File: src/hw/uecs_cfg.svh
// Bit positions and fixed counts for the endpoint-zero control and status block.
// Included by the package and both ends; holds definitions only.
`ifndef UECS_CFG_SVH
`define UECS_CFG_SVH

// Width of each register view.
`define UECS_REG_W 16
// Register view select codes.
`define UECS_SEL_PERI 1'b0
`define UECS_SEL_HOST 1'b1

// Peripheral view bit positions.
`define UECS_P_FLUSH 8
`define UECS_P_SERV_END 7
`define UECS_P_SERV_RX 6
`define UECS_P_ISSUE_STALL 5
`define UECS_P_EARLY_END 4
`define UECS_P_LAST_DATA 3
`define UECS_P_STALL_SENT 2
`define UECS_P_TX_READY 1
`define UECS_P_RX_READY 0

// Host view bit positions.
`define UECS_H_TOG_WREN 10
`define UECS_H_TOGGLE 9
`define UECS_H_FLUSH 8
`define UECS_H_NAK_TIMEOUT 7
`define UECS_H_STATUS 6
`define UECS_H_IN_REQ 5
`define UECS_H_ERROR 4
`define UECS_H_SETUP 3
`define UECS_H_STALL_RCVD 2
`define UECS_H_TX_READY 1
`define UECS_H_RX_READY 0

// Attempts without any answer before the error flag is raised.
`define UECS_MAX_TRIES 2'h3
// Defaults for widths that nothing fixes.
`define UECS_PTR_W_DEFAULT 6
`define UECS_NAK_W_DEFAULT 8

`endif

File: src/hw/uecs_pkg.sv
// Shared types for the endpoint-zero block and its link partner.
// Assumes the configuration header sits on the include path.
`include "uecs_cfg.svh"

package uecs_pkg;

	// What the controller asks the link to do.
	typedef enum logic [2:0] {
		pk_data,
		pk_stall,
		pk_setup,
		pk_out,
		pk_in
	} uecs_pkt_t;

	// What the link partner reports back.
	typedef enum logic [2:0] {
		rs_ack,
		rs_nak,
		rs_stall,
		rs_data,
		rs_none,
		rs_ctl_end
	} uecs_rsp_t;

endpackage

File: src/hw/uecs_link_if.sv
// Transaction-level link between the endpoint-zero controller and its USB partner.
// Both ends run on the same clock; the bench joins them through this interface.
interface uecs_link_if;
	logic req;
	uecs_pkg::uecs_pkt_t req_kind;
	logic req_toggle;
	logic rsp;
	uecs_pkg::uecs_rsp_t rsp_kind;

	// Controller end.
	modport dev (output req, output req_kind, output req_toggle, input rsp, input rsp_kind);
	// Partner end.
	modport partner (input req, input req_kind, input req_toggle, output rsp, output rsp_kind);
endinterface

File: src/hw/uecs_dev_end.sv
// Endpoint-zero control and status logic of a dual-role USB controller.
// Assumes a partner on the link interface and software on the register port.
`include "uecs_cfg.svh"

module uecs_dev_end #(
	parameter int PTR_W = `UECS_PTR_W_DEFAULT,
	parameter int NAK_W = `UECS_NAK_W_DEFAULT
) (
	input wire logic clock,
	input wire logic reset_n,
	uecs_link_if.dev link,
	input wire logic host_mode,
	input wire logic reg_write,
	input wire logic reg_sel,
	input wire logic [`UECS_REG_W-1:0] reg_wdata,
	output logic [`UECS_REG_W-1:0] reg_rdata,
	input wire logic [NAK_W-1:0] nak_limit,
	input wire logic tx_irq_enable,
	input wire logic fifo_step,
	output logic [PTR_W-1:0] fifo_ptr,
	output logic irq
);

	typedef struct packed {
		logic tx_ready;
		logic rx_ready;
		logic early_end;
		logic last_data;
		logic stall_req;
		logic stall_sent;
		logic tog_wren;
		logic toggle;
		logic nak_timeout;
		logic status_req;
		logic in_req;
		logic error;
		logic setup_sel;
		logic stall_rcvd;
		logic [1:0] tries;
		logic [NAK_W-1:0] naks;
		logic [PTR_W-1:0] ptr;
		logic [`UECS_REG_W-1:0] rdata;
		logic irq;
		logic req;
		uecs_pkg::uecs_pkt_t kind;
		logic req_tog;
	} uecs_dev_state_t;

	uecs_dev_state_t s;
	uecs_dev_state_t next_s;

	////////////////////////////////////////////////////////////////////////////
	// Read views. Write-only command bits always read as zero.
	function automatic logic [`UECS_REG_W-1:0] peri_view(input uecs_dev_state_t v);
		logic [`UECS_REG_W-1:0] r;
		r = '0;
		r[`UECS_P_EARLY_END] = v.early_end;
		r[`UECS_P_STALL_SENT] = v.stall_sent;
		r[`UECS_P_TX_READY] = v.tx_ready;
		r[`UECS_P_RX_READY] = v.rx_ready;
		return r;
	endfunction

	function automatic logic [`UECS_REG_W-1:0] host_view(input uecs_dev_state_t v);
		logic [`UECS_REG_W-1:0] r;
		r = '0;
		r[`UECS_H_TOGGLE] = v.toggle;
		r[`UECS_H_NAK_TIMEOUT] = v.nak_timeout;
		r[`UECS_H_STATUS] = v.status_req;
		r[`UECS_H_IN_REQ] = v.in_req;
		r[`UECS_H_ERROR] = v.error;
		r[`UECS_H_SETUP] = v.setup_sel;
		r[`UECS_H_STALL_RCVD] = v.stall_rcvd;
		r[`UECS_H_TX_READY] = v.tx_ready;
		r[`UECS_H_RX_READY] = v.rx_ready;
		return r;
	endfunction

	////////////////////////////////////////////////////////////////////////////
	// Next state. Software writes are applied first and link events after them,
	// so a flag that hardware sets in the cycle software clears it stays set.
	always_comb begin
		logic [NAK_W-1:0] nak_next;
		logic flush_ok;
		nak_next = s.naks + NAK_W'(1);
		flush_ok = s.tx_ready || s.rx_ready;
		next_s = s;
		next_s.irq = 1'b0;

		// The pointer walks with each FIFO access; a flush below overrides it.
		if (fifo_step) begin
			next_s.ptr = s.ptr + PTR_W'(1);
		end

		if (reg_write && reg_sel == `UECS_SEL_PERI) begin
			if (reg_wdata[`UECS_P_FLUSH] && flush_ok) begin
				next_s.tx_ready = 1'b0;
				next_s.rx_ready = 1'b0;
				next_s.ptr = '0;
			end
			if (reg_wdata[`UECS_P_SERV_END]) begin
				next_s.early_end = 1'b0;
			end
			if (reg_wdata[`UECS_P_SERV_RX]) begin
				next_s.rx_ready = 1'b0;
			end
			if (reg_wdata[`UECS_P_ISSUE_STALL]) begin
				next_s.stall_req = 1'b1;
			end
			if (reg_wdata[`UECS_P_LAST_DATA]) begin
				next_s.last_data = 1'b1;
			end
			if (!reg_wdata[`UECS_P_STALL_SENT]) begin
				next_s.stall_sent = 1'b0;
			end
			if (reg_wdata[`UECS_P_TX_READY]) begin
				next_s.tx_ready = 1'b1;
			end
		end else if (reg_write) begin
			if (reg_wdata[`UECS_H_FLUSH] && flush_ok) begin
				next_s.tx_ready = 1'b0;
				next_s.rx_ready = 1'b0;
				next_s.ptr = '0;
			end
			// One enabled write moves the toggle and uses the enable up.
			if (s.tog_wren) begin
				next_s.toggle = reg_wdata[`UECS_H_TOGGLE];
				next_s.tog_wren = 1'b0;
			end else begin
				next_s.tog_wren = reg_wdata[`UECS_H_TOG_WREN];
			end
			if (!reg_wdata[`UECS_H_NAK_TIMEOUT]) begin
				next_s.nak_timeout = 1'b0;
			end
			if (!reg_wdata[`UECS_H_ERROR]) begin
				next_s.error = 1'b0;
			end
			if (!reg_wdata[`UECS_H_STALL_RCVD]) begin
				next_s.stall_rcvd = 1'b0;
			end
			if (!reg_wdata[`UECS_H_RX_READY]) begin
				next_s.rx_ready = 1'b0;
			end
			next_s.status_req = reg_wdata[`UECS_H_STATUS];
			next_s.setup_sel = reg_wdata[`UECS_H_SETUP];
			next_s.in_req = reg_wdata[`UECS_H_IN_REQ];
			if (reg_wdata[`UECS_H_TX_READY]) begin
				next_s.tx_ready = 1'b1;
			end
			// A fresh request starts its NAK and retry counts from zero.
			if (reg_wdata[`UECS_H_TX_READY] || reg_wdata[`UECS_H_IN_REQ]) begin
				next_s.naks = '0;
				next_s.tries = '0;
			end
		end

		if (link.rsp) begin
			unique case (link.rsp_kind)
				uecs_pkg::rs_ack: begin
					if (s.req && s.kind == uecs_pkg::pk_stall) begin
						next_s.stall_req = 1'b0;
						next_s.stall_sent = 1'b1;
					end else if (s.req && s.kind != uecs_pkg::pk_in) begin
						next_s.tx_ready = 1'b0;
						next_s.irq = tx_irq_enable;
						if (host_mode) begin
							next_s.toggle = !s.req_tog;
							next_s.setup_sel = 1'b0;
							next_s.status_req = 1'b0;
							next_s.naks = '0;
							next_s.tries = '0;
						end
					end
				end
				uecs_pkg::rs_data: begin
					next_s.rx_ready = 1'b1;
					next_s.irq = 1'b1;
					if (host_mode && s.req && s.kind == uecs_pkg::pk_in) begin
						next_s.in_req = 1'b0;
						next_s.toggle = !s.req_tog;
						next_s.status_req = 1'b0;
						next_s.naks = '0;
						next_s.tries = '0;
					end
				end
				uecs_pkg::rs_nak: begin
					// A zero limit never times out.
					if (host_mode && s.req) begin
						if (nak_limit != '0 && nak_next >= nak_limit) begin
							next_s.nak_timeout = 1'b1;
							next_s.naks = '0;
						end else begin
							next_s.naks = nak_next;
						end
					end
				end
				uecs_pkg::rs_stall: begin
					if (host_mode && s.req) begin
						next_s.stall_rcvd = 1'b1;
						next_s.tx_ready = 1'b0;
						next_s.in_req = 1'b0;
					end
				end
				uecs_pkg::rs_none: begin
					if (host_mode && s.req) begin
						if (s.tries == `UECS_MAX_TRIES - 2'h1) begin
							next_s.error = 1'b1;
							next_s.irq = 1'b1;
							next_s.tx_ready = 1'b0;
							next_s.in_req = 1'b0;
							next_s.tries = '0;
						end else begin
							next_s.tries = s.tries + 2'h1;
						end
					end
				end
				uecs_pkg::rs_ctl_end: begin
					if (!host_mode && !s.last_data) begin
						next_s.early_end = 1'b1;
						next_s.irq = 1'b1;
						next_s.tx_ready = 1'b0;
						next_s.rx_ready = 1'b0;
						next_s.ptr = '0;
					end
					next_s.last_data = 1'b0;
				end
			endcase
		end

		// Request to the link. A stall outranks data in peripheral mode; a host
		// halted by a NAK timeout issues nothing until software clears it.
		if (!host_mode) begin
			next_s.req = next_s.stall_req || next_s.tx_ready;
			next_s.kind = next_s.stall_req ? uecs_pkg::pk_stall : uecs_pkg::pk_data;
			next_s.req_tog = next_s.toggle;
		end else begin
			next_s.req = !next_s.nak_timeout && (next_s.tx_ready || next_s.in_req);
			if (next_s.tx_ready) begin
				next_s.kind = next_s.setup_sel ? uecs_pkg::pk_setup : uecs_pkg::pk_out;
			end else begin
				next_s.kind = uecs_pkg::pk_in;
			end
			// Status stages go as DATA1; setup packets go as DATA0 unless status_req is also set.
			if (next_s.status_req) begin
				next_s.req_tog = 1'b1;
			end else if (next_s.tx_ready && next_s.setup_sel) begin
				next_s.req_tog = 1'b0;
			end else begin
				next_s.req_tog = next_s.toggle;
			end
		end

		next_s.rdata = (reg_sel == `UECS_SEL_HOST) ? host_view(next_s) : peri_view(next_s);
	end

	////////////////////////////////////////////////////////////////////////////
	// State register.
	always_ff @(posedge clock or negedge reset_n) begin
		if (!reset_n) begin
			s <= '0;
		end else begin
			s <= next_s;
		end
	end

	assign link.req = s.req;
	assign link.req_kind = s.kind;
	assign link.req_toggle = s.req_tog;
	assign reg_rdata = s.rdata;
	assign fifo_ptr = s.ptr;
	assign irq = s.irq;

endmodule

File: src/flat_wrapper.sv
// flat-port wrapper written by rule: the top's interface ports become plain ports
module uecs_dev_end_flat 
#(
	parameter int PTR_W = `UECS_PTR_W_DEFAULT,
	parameter int NAK_W = `UECS_NAK_W_DEFAULT
)
  (clock, reset_n, host_mode, reg_write, reg_sel, reg_wdata, reg_rdata, nak_limit, tx_irq_enable, fifo_step, fifo_ptr, irq, link_req, link_req_kind, link_req_toggle, link_rsp, link_rsp_kind);
  uecs_link_if link_i ();
  input wire logic clock;
  input wire logic reset_n;
  input wire logic host_mode;
  input wire logic reg_write;
  input wire logic reg_sel;
  input wire logic [`UECS_REG_W-1:0] reg_wdata;
  output logic [`UECS_REG_W-1:0] reg_rdata;
  input wire logic [NAK_W-1:0] nak_limit;
  input wire logic tx_irq_enable;
  input wire logic fifo_step;
  output logic [PTR_W-1:0] fifo_ptr;
  output logic irq;
  output wire logic [$bits(link_i.req)-1:0] link_req;
  output wire logic [$bits(link_i.req_kind)-1:0] link_req_kind;
  output wire logic [$bits(link_i.req_toggle)-1:0] link_req_toggle;
  input wire logic [$bits(link_i.rsp)-1:0] link_rsp;
  input wire logic [$bits(link_i.rsp_kind)-1:0] link_rsp_kind;
  assign link_req = link_i.req;
  assign link_req_kind = link_i.req_kind;
  assign link_req_toggle = link_i.req_toggle;
  assign link_i.rsp = link_rsp;
  assign link_i.rsp_kind = link_rsp_kind;
  uecs_dev_end #(.PTR_W(PTR_W), .NAK_W(NAK_W)) u_core (.clock(clock), .reset_n(reset_n), .link(link_i), .host_mode(host_mode), .reg_write(reg_write), .reg_sel(reg_sel), .reg_wdata(reg_wdata), .reg_rdata(reg_rdata), .nak_limit(nak_limit), .tx_irq_enable(tx_irq_enable), .fifo_step(fifo_step), .fifo_ptr(fifo_ptr), .irq(irq));
endmodule
File: config.mk
export PLATFORM = sky130hd
export DESIGN_NAME = uecs_dev_end_flat
export DESIGN_NICKNAME = d
export VERILOG_FILES = /design/src/hw/uecs_pkg.sv /design/src/hw/uecs_link_if.sv /design/src/hw/uecs_dev_end.sv /design/src/flat_wrapper.sv
export VERILOG_INCLUDE_DIRS = /design/src /design/src/hw
export SDC_FILE = /design/constraint.sdc
export NUM_CORES = 1
export LEC_CHECK = 0
export ABC_AREA = 1
export ABC_CLOCK_PERIOD_IN_PS = 4400
export CORE_UTILIZATION = 55
export DETAILED_ROUTE_END_ITERATION = 8
export DONT_BUFFER_PORTS = 1
export PLACE_DENSITY = 0.7
export SKIP_LAST_GASP = 1
export SLEW_MARGIN = 0
export SYNTH_ARGS = -nofsm -noshare
export SYNTH_HDL_FRONTEND = slang
export SYNTH_SLANG_ARGS = --single-unit
export TNS_END_PERCENT = 20
File: constraint.sdc
create_clock -name clock -period 4.4 [get_ports clock]
set_clock_uncertainty 0.2 [all_clocks]
set_input_delay 0.22 -clock clock [delete_from_list [all_inputs] [get_ports clock]]
set_output_delay 0.22 -clock clock [all_outputs]
set_load 0.01 [all_outputs]
==> metrics.txt <==
status complete, but fails checks; failing checks design-rule violations; GRT overflow 0; Finish-stage setup viols 0; worst setup path category reg -> reg; hold path depth 4; Final nets 386; commonest register cell after synthesis dfrtp_1; ant diodes 0; combinational power share 18.1%; CTS H-tree lvls 2; worst skew pair latency 0.30 ns; clock sinks 43; vias post-DR 2137; clock network power share 29.6%; vias in the first global route 2160; async set-reset flop share out of synthesis 100%; Hold Crit Class in -> reg; Synth area leaders dfrtp_1, nand2_1, buf_4, inv_1, ha_1; Worst slew margin 58.7%; CP arrival 2.55 ns; Iteration-0 DRC Markers 149; drt drc 4; worst r2r src u_core.s[28]; fin area 2780 µm²; reg-to-reg endpoint u_core.s[32]; top-count cell post-synth nand2_1; clock transition at the registers of the reported paths 0.08 ns; worst vdd rail ir drop 0.191 mV; P_sw 0.298 mW; DR pass1 iterations 7; IO buf count 0; Die W 70.7 µm; post-synthesis cell type count 28; Row Count 24; worst path required time 4.41 ns; critical path's top delay family simple AND/OR/NAND/NOR gates; Hold Startpoint reg_sel; register bit total from synthesis 43; average wire per standard cell 14.0 µm; final slew viol count 0; crit path time final 2.54 ns; crit share post-route 57.6%; Flop pwr share 52.3%; Area Growth Syn to Fin 7.18%; Hold Slack 0.0128 ns; Post-Synthesis Cells 336; final hold viol count 0; Critical Path End Type flip-flop; cells along the critical path ha_1 -> nand3_1 -> nor3_1 -> xor2_1 -> inv_1 -> ha_1 -> nand2_1 -> nor2_1 -> nor3_1 -> nand2_1 -> nand2_1 -> nand3_1 -> o21ai_0; Max FO, Critical Path 8; Leak 1.46 nW; reg2reg path depth 13; P_int 0.653 mW; CTS Buf Count 5; post-cts gate resize count 0; sequential cell area fraction in the yosys report 41.4%; CP max stage cell dfrtp_1; GPL Wtd Cong 0.834; Sw Share 31.3%; largest net degree at the start of global routing 44; CP Buf/Inv Count 1; synthesized area 2600 µm²; vias per std cell 5.42; PwrDens 342 nW/µm²; Worst-Margin Slew 0.615 ns; Clock Root Buffer clkbuf_8; Hold Path End u_core.s[49]; Detailed Route WL 5510 µm; Initial Util 58.4%; Startpoint Class flip-flop; io pins 63; worst reg2reg setup slack 1.86 ns; total core area 4440 µm²; Final ANT Viol Nets 0; Yosys top cell area share 41.4%; post-detail-place hpwl 3980 µm; Synth top cells by count nand2_1, inv_1, dfrtp_1; initial antenna violation count 0; CTS tree done; ratio of cells with drive above 1 in the final layout 6.43%; Global Route Usage Sum 24.2%; setup TNS 0 ns; critical path's largest stage delay 0.41 ns; first-pass GRT wire length 9460 µm; Max Buffers Root-to-Sink 2; RSZ-0062 raised after global routing no; FMAX 394 MHz; Die Y 70.7 µm; die area 5000 µm²; Post-DP Area 2490 µm²; synth warn 0; cell mode on critical path nand2_1; Mapped Avg Cell Area 7.73 µm²; total of max-cap violations 0; number of synthesized flops with an enable pin 0; area leader, netlist dfrtp_1
## worst reg2reg max path, stage by stage, from the launching register on
cell	delay [ns]
dfrtp_1	0.41
ha_1	0.21
nand3_1	0.12
nor3_1	0.20
xor2_1	0.17
inv_1	0.08
ha_1	0.27
nand2_1	0.08
nor2_1	0.05
nor3_1	0.14
nand2_1	0.09
nand2_1	0.24
nand3_1	0.11
o21ai_0	0.10
## layout by cell type, fill, tap and decap left out, types with 4 or more instances in the layout
cell,count
clkbuf_8,7
nor2_1,33
a31oi_1,4
o21ai_0,21
nand2_2,5
dlygate4sd3_1,17
nor3_1,5
inv_1,44
nand2_1,68
nand3_1,24
conb_1,7
dfrtp_1,43
o21ai_1,5
ha_1,10
a21oi_1,8
xor2_1,9
nand4_1,10
## cell type report
class	instances	area, µm²
clock buffer	7	96.3
timing repair buffer	18	190
tap	52	65.1
multi-input combinational	225	1170
clock inverter	1	7.51
fill	403	1660
sequential	43	1080
inverter	48	180
## flip-flops by register name, summed over array words and instances, names as in the netlist
register,cells
u_core.fifo_ptr,6
u_core.link.req_toggle,1
u_core.irq,1
u_core.link.req_kind,3
u_core.link.req,1
u_core.s,22
u_core.reg_rdata,9
## timing repair
item | CTS | global route
hold buffers | 18 | 0
buffers inserted | 0 | 0
endpoints found under the hold margin | 74 | 0
## cell families after synthesis
kind of cell | Yosys count | synth area share (%)
and+or+nand+nor | 156 | 27.0
buffers and inverters | 74 | 14.5
DFF | 43 | 41.4
AOI/OAI and AO/OA | 40 | 8.04
adders and majority gates | 10 | 4.82
xor gates and xnor gates | 10 | 3.37
muxes | 2 | 0.771
other | 1 | 0.144
## through the flow
| step | setup slack (ns) | power (mW) | util, % | std cells |
|---|---|---|---|---|
| global placement | 1.94 | 0.647 | 56.0 | 368 |
| detailed placement | 1.88 | 0.651 | 56.0 | 368 |
| finish | 1.86 | 0.951 | 62.6 | 394 |
| global route | 1.59 | 1.01 | 62.6 | 394 |
| CTS | 1.87 | 0.957 | 62.6 | 394 |
| floorplan | 2.21 | 0.659 | - | 342 |
## metal layers
metal | track usage, % | vias up | wire (µm)
met4 | 9.33 | 0 | 138
met1 | 31.5 | 975 | 2450
met5 | 0 | - | 0
met3 | 7.12 | 18 | 372
li1 | - | 1057 | -
met2 | 38.6 | 87 | 2540
## power groups by stage
stage          Combinational [mW]  Sequential, mW  Clock [mW]
3_5_place_dp                0.144           0.507           0
5_1_grt                     0.199           0.506       0.304
6_report                    0.172           0.498       0.281
2_1_floorplan               0.179           0.480           0
3_3_place_gp                0.141           0.505           0
4_1_cts                     0.170           0.499       0.288
## how the worst max path moves through the flow
stage / start / to / slack [ns] / cells after the start
4_1_cts: u_core.s[28] / u_core.s[32] / 1.87 / 13
3_5_place_dp: u_core.s[28] / u_core.s[32] / 1.88 / 13
5_1_grt: u_core.s[28] / u_core.s[32] / 1.59 / 13
3_3_place_gp: u_core.s[28] / u_core.s[32] / 1.94 / 13
2_1_floorplan: u_core.s[28] / u_core.s[31] / 2.21 / 13
6_report: u_core.s[28] / u_core.s[32] / 1.86 / 13
(Power assumes the default switching activity.)
